===== config.mk =====
export PLATFORM = sky130hd
export DESIGN_NAME = fsmon_top
export DESIGN_NICKNAME = d
export VERILOG_FILES = /design/src/inc/fsmon_pkg.sv /design/src/inc/fsmon_sample_if.sv /design/src/rtl/fsmon_divider.sv /design/src/rtl/fsmon_top.sv
export SDC_FILE = /design/constraint.sdc
export NUM_CORES = 1
export LEC_CHECK = 0
export BUFFER_PORTS_ARGS = -buffer_cell sky130_fd_sc_hd__buf_4
export CAP_MARGIN = 5
export CORE_MARGIN = 4
export CORE_UTILIZATION = 35
export DETAILED_ROUTE_END_ITERATION = 16
export MAX_ROUTING_LAYER = met4
export PLACE_DENSITY = 0.64
export SYNTH_ARGS = -nofsm -noshare
export SYNTH_HDL_FRONTEND = slang
export SYNTH_SLANG_ARGS = --single-unit

===== constraint.sdc =====
create_clock -name clk -period 1.2 [get_ports clk]
set_clock_uncertainty 0.1 [all_clocks]
set_input_delay 0.36 -clock clk [delete_from_list [all_inputs] [get_ports clk]]
set_output_delay 0.36 -clock clk [all_outputs]
set_load 0.02 [all_outputs]

===== src/inc/fsmon_pkg.sv =====
// Shared constants and types for the fail-safe clock monitor.
package fsmon_pkg;

  // --------------------------------------------------------------------
  // Divider and start-up timing
  // --------------------------------------------------------------------
  localparam int RC_DIVIDE  = 64;    // Sample clock = RC clock / 64.
  localparam int OST_EDGES  = 1024;  // Primary clock edges before ready.

  // --------------------------------------------------------------------
  // Flag register layout and reset values
  // --------------------------------------------------------------------
  localparam int         OSC_FAIL_BIT      = 7;
  localparam logic       OSC_FAIL_RESET    = 1'b0;
  localparam logic       LATCH_RESET       = 1'b0;
  localparam logic       PRIMARY_RUN_RESET = 1'b0;

  // --------------------------------------------------------------------
  // Clock control states
  // --------------------------------------------------------------------
  typedef enum logic [1:0] {
    ST_STARTUP,
    ST_MONITOR,
    ST_FAILSAFE
  } fsmon_state_t;

endpackage


===== src/inc/fsmon_sample_if.sv =====
// Link between the top module and the sample clock divider.
`timescale 1ns/1ns
interface fsmon_sample_if;
  logic rc_run;        // Keep the RC oscillator and divider running.
  logic sample_level;  // Divided sample clock level.
  logic sample_rise;   // One-cycle pulse on a sample clock rising edge.
  logic sample_fall;   // One-cycle pulse on a sample clock falling edge.

  modport src (
    input  rc_run,
    output sample_level,
    output sample_rise,
    output sample_fall
  );

  modport dst (
    output rc_run,
    input  sample_level,
    input  sample_rise,
    input  sample_fall
  );
endinterface


===== src/rtl/fsmon_divider.sv =====
// Divides the internal RC oscillator down to the monitor sample clock.
`timescale 1ns/1ns
module fsmon_divider #(
  parameter int DIVIDE = fsmon_pkg::RC_DIVIDE
) (
  input  wire logic   clk,
  input  wire logic   rst_n,
  input  wire logic   clk_en,
  input  wire logic   internal_rc_osc,
  fsmon_sample_if.src smp
);

  localparam int HALF  = DIVIDE / 2;
  localparam int CNT_W = (HALF > 1) ? $clog2(HALF) : 1;
  localparam logic [CNT_W-1:0] CNT_LAST = CNT_W'(HALF - 1);

  logic             rc_prev;
  logic [CNT_W-1:0] count;
  logic             level;
  logic             rise;
  logic             fall;
  logic             next_rc_prev;
  logic [CNT_W-1:0] next_count;
  logic             next_level;
  logic             next_rise;
  logic             next_fall;

  // ------------------------------------------------------------------
  // Divider
  // ------------------------------------------------------------------
  // Count RC rising edges; the level toggles every half period, so a
  // whole sample period is DIVIDE RC cycles.
  always_comb begin
    next_rc_prev = internal_rc_osc;
    next_count   = count;
    next_level   = level;
    next_rise    = 1'b0;
    next_fall    = 1'b0;
    if (smp.rc_run && internal_rc_osc && !rc_prev) begin
      if (count == CNT_LAST) begin
        next_count = '0;
        next_level = !level;
        next_rise  = !level;
        next_fall  = level;
      end else begin
        next_count = count + CNT_W'(1);
      end
    end
  end

  always_ff @(posedge clk or negedge rst_n) begin
    if (!rst_n) begin
      rc_prev <= 1'b0;
      count   <= '0;
      level   <= 1'b0;
      rise    <= 1'b0;
      fall    <= 1'b0;
    end else if (clk_en) begin
      rc_prev <= next_rc_prev;
      count   <= next_count;
      level   <= next_level;
      rise    <= next_rise;
      fall    <= next_fall;
    end
  end

  assign smp.sample_level = level;
  assign smp.sample_rise  = rise;
  assign smp.sample_fall  = fall;

endmodule


===== src/rtl/fsmon_top.sv =====
// Fail-safe clock monitor: failure detection, switchover and recovery.
`timescale 1ns/1ns
module fsmon_top #(
  parameter int OST_EDGES = fsmon_pkg::OST_EDGES,
  parameter int DIVIDE    = fsmon_pkg::RC_DIVIDE
) (
  input  wire logic       clk,
  input  wire logic       rst_n,
  input  wire logic       clk_en,
  input  wire logic       monitor_enable_fuse,
  input  wire logic       watchdog_enable,
  input  wire logic       dev_clk_in,
  input  wire logic       internal_rc_osc,
  input  wire logic       power_mode_entry,
  input  wire logic       osc_fail_flag_clear,
  output logic            internal_rc_run,
  output logic            clk_sel_internal,
  output logic            primary_clock_running,
  output logic            fail_safe_active,
  output logic            watchdog_reset,
  output logic [7:0]      periph_irq_flags2
);

  localparam int OST_W = $clog2(OST_EDGES + 1);
  localparam logic [OST_W-1:0] OST_LAST = OST_W'(OST_EDGES - 1);

  // ------------------------------------------------------------------
  // Reset release
  // ------------------------------------------------------------------
  // The first stage feeds only the second stage.
  logic rst_meta_n;
  logic rst_sync_n;

  always_ff @(posedge clk or negedge rst_n) begin
    if (!rst_n) begin
      rst_meta_n <= 1'b0;
      rst_sync_n <= 1'b0;
    end else begin
      rst_meta_n <= 1'b1;
      rst_sync_n <= rst_meta_n;
    end
  end

  // ------------------------------------------------------------------
  // Sample clock
  // ------------------------------------------------------------------
  fsmon_sample_if smp ();

  fsmon_divider #(
    .DIVIDE          (DIVIDE)
  ) u_divider (
    .clk             (clk),
    .rst_n           (rst_sync_n),
    .clk_en          (clk_en),
    .internal_rc_osc (internal_rc_osc),
    .smp             (smp)
  );

  // The RC keeps running for the monitor, the backup clock and the
  // watchdog, independent of which of them asked for it.
  assign smp.rc_run = internal_rc_run;

  // ------------------------------------------------------------------
  // State
  // ------------------------------------------------------------------
  fsmon_pkg::fsmon_state_t state;
  fsmon_pkg::fsmon_state_t next_state;
  logic             dev_prev;
  logic             monitor_latch;
  logic [OST_W-1:0] ost_count;
  logic             osc_fail_flag;
  logic             next_dev_prev;
  logic             next_monitor_latch;
  logic [OST_W-1:0] next_ost_count;
  logic             next_osc_fail_flag;
  logic             next_internal_rc_run;
  logic             next_clk_sel_internal;
  logic             next_primary_clock_running;
  logic             next_fail_safe_active;
  logic             next_watchdog_reset;
  logic             dev_fall;
  logic             failure;

  // Device clock falling edge, seen on the synchronous input.
  assign dev_fall = dev_prev && !dev_clk_in;

  // A failure counts only while the primary clock is in
  // use and monitored; in start-up or fail-safe the core already runs
  // from the RC, whose own failure cannot be seen.
  assign failure = monitor_enable_fuse
                   && (state == fsmon_pkg::ST_MONITOR)
                   && smp.sample_fall && monitor_latch;

  // ------------------------------------------------------------------
  // Next-state logic
  // ------------------------------------------------------------------
  always_comb begin
    next_state                 = state;
    next_dev_prev              = dev_clk_in;
    next_monitor_latch         = monitor_latch;
    next_ost_count             = ost_count;
    next_osc_fail_flag         = osc_fail_flag;
    next_primary_clock_running = primary_clock_running;
    next_watchdog_reset        = 1'b0;

    // Set wins when a device edge meets a sample rise, so a live clock
    // keeps the latch set for the failure test at the next sample fall.
    if (dev_fall) begin
      next_monitor_latch = 1'b1;
    end else if (smp.sample_rise) begin
      next_monitor_latch = 1'b0;
    end

    // A new failure beats a software clear in the same cycle.
    if (failure) begin
      next_osc_fail_flag = 1'b1;
    end else if (osc_fail_flag_clear) begin
      next_osc_fail_flag = 1'b0;
    end

    unique case (state)
      fsmon_pkg::ST_STARTUP: begin
        // Count primary edges; with no edges the core stays on the RC
        // and the running bit stays clear indefinitely.
        if (power_mode_entry) begin
          next_ost_count = '0;
        end else if (dev_fall) begin
          if (ost_count == OST_LAST) begin
            next_state                 = fsmon_pkg::ST_MONITOR;
            next_primary_clock_running = 1'b1;
            next_monitor_latch         = 1'b1;
            next_ost_count             = '0;
          end else begin
            next_ost_count = ost_count + OST_W'(1);
          end
        end
      end
      fsmon_pkg::ST_MONITOR: begin
        if (failure) begin
          next_state          = fsmon_pkg::ST_FAILSAFE;
          next_watchdog_reset = 1'b1;
        end
      end
      fsmon_pkg::ST_FAILSAFE: begin
        // Only a power-managed mode entry leaves; the status bit keeps
        // its old value throughout, hiding the substitute source.
        if (power_mode_entry) begin
          next_state                 = fsmon_pkg::ST_STARTUP;
          next_primary_clock_running = fsmon_pkg::PRIMARY_RUN_RESET;
          next_ost_count             = '0;
        end
      end
    endcase

    next_clk_sel_internal = (next_state != fsmon_pkg::ST_MONITOR);
    next_fail_safe_active = (next_state == fsmon_pkg::ST_FAILSAFE);
    next_internal_rc_run  = monitor_enable_fuse
                            || watchdog_enable
                            || next_clk_sel_internal;
  end

  // ------------------------------------------------------------------
  // Registers
  // ------------------------------------------------------------------
  // Reset puts the core on the RC with the primary clock starting.
  always_ff @(posedge clk or negedge rst_sync_n) begin
    if (!rst_sync_n) begin
      state                 <= fsmon_pkg::ST_STARTUP;
      dev_prev              <= 1'b0;
      monitor_latch         <= fsmon_pkg::LATCH_RESET;
      ost_count             <= '0;
      osc_fail_flag         <= fsmon_pkg::OSC_FAIL_RESET;
      internal_rc_run       <= 1'b1;
      clk_sel_internal      <= 1'b1;
      primary_clock_running <= fsmon_pkg::PRIMARY_RUN_RESET;
      fail_safe_active      <= 1'b0;
      watchdog_reset        <= 1'b0;
      periph_irq_flags2     <= 8'h00;
    end else if (clk_en) begin
      state                 <= next_state;
      dev_prev              <= next_dev_prev;
      monitor_latch         <= next_monitor_latch;
      ost_count             <= next_ost_count;
      osc_fail_flag         <= next_osc_fail_flag;
      internal_rc_run       <= next_internal_rc_run;
      clk_sel_internal      <= next_clk_sel_internal;
      primary_clock_running <= next_primary_clock_running;
      fail_safe_active      <= next_fail_safe_active;
      watchdog_reset        <= next_watchdog_reset;
      periph_irq_flags2     <= 8'h00;
      periph_irq_flags2[fsmon_pkg::OSC_FAIL_BIT] <= next_osc_fail_flag;
    end
  end

endmodule

==> tab_implementation.tex <==
\begin{tabular}{lr}
\hline
Metric & Value \\
\hline
\multicolumn{2}{l}{\textbf{Power}} \\
Leakage & 1.25 nW \\
Proportion of total power due to net switching & 0.284 \\
Comb power frac & 0.275 \\
Internal power component & 2.24 mW \\
Highest ir drop seen on vdd & 0.900 mV \\
Net switching component of the power & 0.889 mW \\
Reg power frac & 0.392 \\
Power per cell area & 1150 nW/um2 \\
Clock group share of total power & 0.332 \\
\multicolumn{2}{l}{\textbf{Logic synthesis}} \\
Post-synthesis sequential area ratio & 0.464 \\
Synthesized-area fraction occupied by and/or/nand/nor cells & 0.217 \\
Area fraction of the dominant cell type after synthesis & 0.433 \\
Top cell type by total area after synthesis & sky130\_fd\_sc\_hd\_\_dfrtp\_1 \\
Mapped Area & 1730 um2 \\
Share of cell area taken by muxes after synthesis & 0.0253 \\
Largest family of logic cells by synthesized area & simple AND/OR/NAND/NOR gates \\
Cell types with the largest area share after synthesis & sky130\_fd\_sc\_hd\_\_dfrtp\_1 43\%, sky130\_fd\_sc\_hd\_\_nand2\_1 5.0\%, sky130\_fd\_sc\_hd\_\_ha\_1 4.3\%, sky130\_fd\_sc\_hd\_\_buf\_4 3.5\%, sky130\_fd\_sc\_hd\_\_o21ai\_0 3.2\% \\
Post-synthesis adder-cell area fraction & 0.0433 \\
Area share of xor/xnor cells in the synthesized design & 0.0202 \\
Share of flip-flops with an asynchronous set or reset & 1.00 \\
Synth unique cells & 48 \\
Complex-gate fraction of the synthesized area & 0.162 \\
Post-synth EDFFs & 0 \\
YS warnings & 0 \\
Synth Flop Type & sky130\_fd\_sc\_hd\_\_dfrtp\_1 \\
Mean post-synth cell area & 9.68 um2 \\
Flops \& latches, synth & 32 \\
Number of instances in the synthesized netlist & 179 \\
\multicolumn{2}{l}{\textbf{Floorplanning}} \\
Y dimension of the die & 78.4 um \\
Area of the core region & 4750 um2 \\
Die Wd & 78.4 um \\
Die outline area & 6140 um2 \\
FP Rows & 25 \\
I/O pin total & 22 \\
Initial Util & 0.364 \\
\multicolumn{2}{l}{\textbf{Cells and area}} \\
Fill cell count & 415 \\
Area added between synthesis and finish & 56.8\% \\
Layout Nets & 273 \\
Ant diodes & 0 \\
Storage element area & 803 um2 \\
Total area of multi-input combinational cells & 1050 um2 \\
Share of layout cells above drive strength 1 & 0.517 \\
Core utilization of the finished layout & 0.571 \\
\multicolumn{2}{l}{\textbf{Detailed routing}} \\
Initial DRC Count & 85 \\
Drt via density & 4.80 \\
WL per Instance & 13.3 um \\
DRC & 0 \\
Total via count in the routed design & 1564 \\
First-pass detailed-route iteration total & 4 \\
Post-route antenna net violation count & 0 \\
Final Routed Wirelength & 4.35 mm \\
\multicolumn{2}{l}{\textbf{Clock network}} \\
Latest clock arrival within the worst-skew pair & 0.29 ns \\
Count of clock tree sinks & 32 \\
Clock tree from TritonCTS & yes \\
CTS H-Tree Depth & 2 \\
Clk slew on worst S/H paths & 0.08 ns \\
Maximum root-to-sink buffer count & 2 \\
Clock root cell & sky130\_fd\_sc\_hd\_\_clkbuf\_8 \\
CTS Buf Count & 5 \\
\multicolumn{2}{l}{\textbf{Placed design}} \\
PortBufs & 14 \\
Detailed placer's ending HPWL & 3.08 mm \\
Pre-CTS WS & -0.489 ns \\
Final GP Congestion & 0.824 \\
\multicolumn{2}{l}{\textbf{GRT}} \\
Number of global-route vias before repair & 1538 \\
Global route total overflow & 0 \\
Global-route wire length before repair & 7.13 mm \\
Gr usage total & 0.152 \\
Largest net degree at the start of global routing & 31 \\
Number of antenna violations at the first check in global routing & 0 \\
\multicolumn{2}{l}{\textbf{STA}} \\
RSZ-0062 raised after global routing & yes \\
Endpoints failing hold & 0 \\
Maximum clock frequency & 577 MHz \\
Worst hold margin & 0.114 ns \\
Final period util & 1.45 \\
Period minus WS final & 1.73 ns \\
Smallest setup slack after layout & -0.534 ns \\
\# setup viols final & 33 \\
Max-slew violations & 0 \\
\multicolumn{2}{l}{\textbf{Setup path}} \\
Sum of buffers and inverters on the critical path & 0 \\
Worst Setup Start Kind & register \\
Highest net fanout along the worst path & 5 \\
Arr. time, crit path & 1.85 ns \\
Worst stage delay on the critical path & 0.50 ns \\
Start-to-end type of the worst setup path & reg2reg \\
Critical path's top delay family & simple AND/OR/NAND/NOR gates \\
Worst EP required & 1.32 ns \\
Cell at the slowest stage of the critical path & sky130\_fd\_sc\_hd\_\_or4b\_1 \\
Nature of the critical path endpoint & register \\
Cell-by-cell trace of the critical path & ha\_4 > nor3b\_4 > o21ai\_4 > or4b\_1 > a21oi\_2 \\
\multicolumn{2}{l}{\textbf{Run status}} \\
Violations in the final reports & negative setup slack \\
Result of the run & finished, violations left \\
\multicolumn{2}{l}{\textbf{Min path}} \\
Class of the tightest hold or removal check & reg2async \\
\multicolumn{2}{l}{\textbf{Run}} \\
Count of max-cap constraint violations & 0 \\
\hline
\end{tabular}
-- routing by layer --
metal	GRT usage	up-vias	wire [um]
met5	-	-	0
met4	0.0577	0	111
met3	0.0378	11	147
met2	0.242	29	2140
met1	0.188	746	1960
li1	-	778	-
-- cell usage in the layout (no fill, tap or decap), drive strengths merged, types with 2 or more instances in the layout --
master and instances:
buf 76, dfrtp 30, nand2 23, nor2 12, o21ai 12, inv 10
a21oi 9, conb 8, nand3 8, o211ai 7, ha 6, clkbuf 5
and3 4, xor2 3, mux2 3, nor3b 3, nand2b 3, or3 3
a32o 2, or4 2, nand4 2, a31oi 2, dfstp 2, and4 2
and2 2
-- synthesized netlist by cell type, types with 2 or more instances --
cell type / n
sky130_fd_sc_hd__ha_1: 6
sky130_fd_sc_hd__o211ai_1: 6
sky130_fd_sc_hd__dfstp_2: 2
sky130_fd_sc_hd__and3_1: 4
sky130_fd_sc_hd__dfrtp_1: 30
sky130_fd_sc_hd__o21ai_0: 11
sky130_fd_sc_hd__nand4_1: 2
sky130_fd_sc_hd__a31oi_1: 2
sky130_fd_sc_hd__conb_1: 2
sky130_fd_sc_hd__buf_2: 2
sky130_fd_sc_hd__or3_1: 3
sky130_fd_sc_hd__nor3b_1: 2
sky130_fd_sc_hd__buf_4: 8
sky130_fd_sc_hd__a32o_1: 2
sky130_fd_sc_hd__a21oi_1: 9
sky130_fd_sc_hd__nand3_1: 7
sky130_fd_sc_hd__nand2_1: 23
sky130_fd_sc_hd__xor2_1: 3
sky130_fd_sc_hd__nor2_1: 12
sky130_fd_sc_hd__nand2b_1: 3
sky130_fd_sc_hd__or4_1: 2
sky130_fd_sc_hd__mux2_2: 3
sky130_fd_sc_hd__inv_1: 10
-- state kept, by name (all words and copies together), names as in the netlist --
| signal | cells |
|---|---|
| rst_sync_n | 1 |
| u_divider.rc_prev | 1 |
| u_divider.count | 5 |
| state | 2 |
| ost_count | 11 |
| u_divider.smp.sample_fall | 1 |
| u_divider.smp.sample_level | 1 |
| internal_rc_run | 1 |
| dev_prev | 1 |
| fail_safe_active | 1 |
| u_divider.smp.sample_rise | 1 |
| osc_fail_flag | 1 |
| primary_clock_running | 1 |
| rst_meta_n | 1 |
| monitor_latch | 1 |
| watchdog_reset | 1 |
| clk_sel_internal | 1 |
-- worst register-to-register path: stages (launching register included) --
cell	delay, ns
sky130_fd_sc_hd__dfrtp_1	0.42
sky130_fd_sc_hd__ha_4	0.20
sky130_fd_sc_hd__nor3b_4	0.23
sky130_fd_sc_hd__o21ai_4	0.08
sky130_fd_sc_hd__or4b_1	0.50
sky130_fd_sc_hd__a21oi_2	0.14
-- cell families (layout without fill, tap and decap cells) --
family	Yosys count	count (layout)
AO/OA/AOI/OAI	41	41
XOR/XNOR	4	4
adder cells (fa/ha/maj)	6	6
buffers and inverters	21	95
flip-flops	32	32
multiplexers	4	4
other	2	8
AND/OR/NAND/NOR	69	69
-- repair_timing --
item / in CTS / in global routing
gates resized for setup: 30 / 13
endpoints found under the hold margin: 2 / 0
pin swaps: 12 / 10
setup endpoints to repair: 33 / 33
setup buffers: 7 / 7
hold buffers: 1 / 0
-- metrics by stage --
stage | cells | setup TNS (ns) | instance area [um2] | power [mW]
finish | 326 | -9.55 | 2720 | 3.13
global route | 326 | -11.55 | 2720 | 3.33
CTS | 320 | -9.26 | 2620 | 3.08
detailed placement | 304 | -8.61 | 2330 | 1.94
global placement | 304 | -8.25 | 2330 | 1.92
floorplan | 185 | -6.90 | 1830 | 1.63
-- power groups by stage --
stage                     clock [mW]  combinational (mW)  sequential [mW]
after global placement             0               0.680             1.24
final                           1.04               0.863             1.23
after CTS                       1.07               0.778             1.23
after detailed placement           0               0.698             1.25
after floorplan                    0               0.350             1.28
after global routing            1.14               0.953             1.24
-- cell type report --
type / instances / area share
Sequential cell: 32 / 0.296
Clock buffer: 5 / 0.0253
Clock inverter: 3 / 0.0157
Multi-Input combinational cell: 132 / 0.385
Tap cell: 67 / 0.0309
Inverter: 10 / 0.0138
Timing Repair Buffer: 77 / 0.234
-- path summary, 6_finish.rpt --
kind | startpoint | to | slack, ns | cells after the start
setup / recovery | state[1] | ost_count[7] | -0.53 | 5
hold / removal | rst_sync_n | monitor_latch | 0.11 | 1
setup reg to reg | state[1] | ost_count[7] | -0.53 | 5
hold reg to reg | rst_sync_n | monitor_latch | 0.11 | 1
max in group asynchronous | rst_n | rst_sync_n | 0.63 | 2
min in group clk | osc_fail_flag_clear | osc_fail_flag | 0.22 | 4
Note: power is estimated with default switching activity, not from simulation.
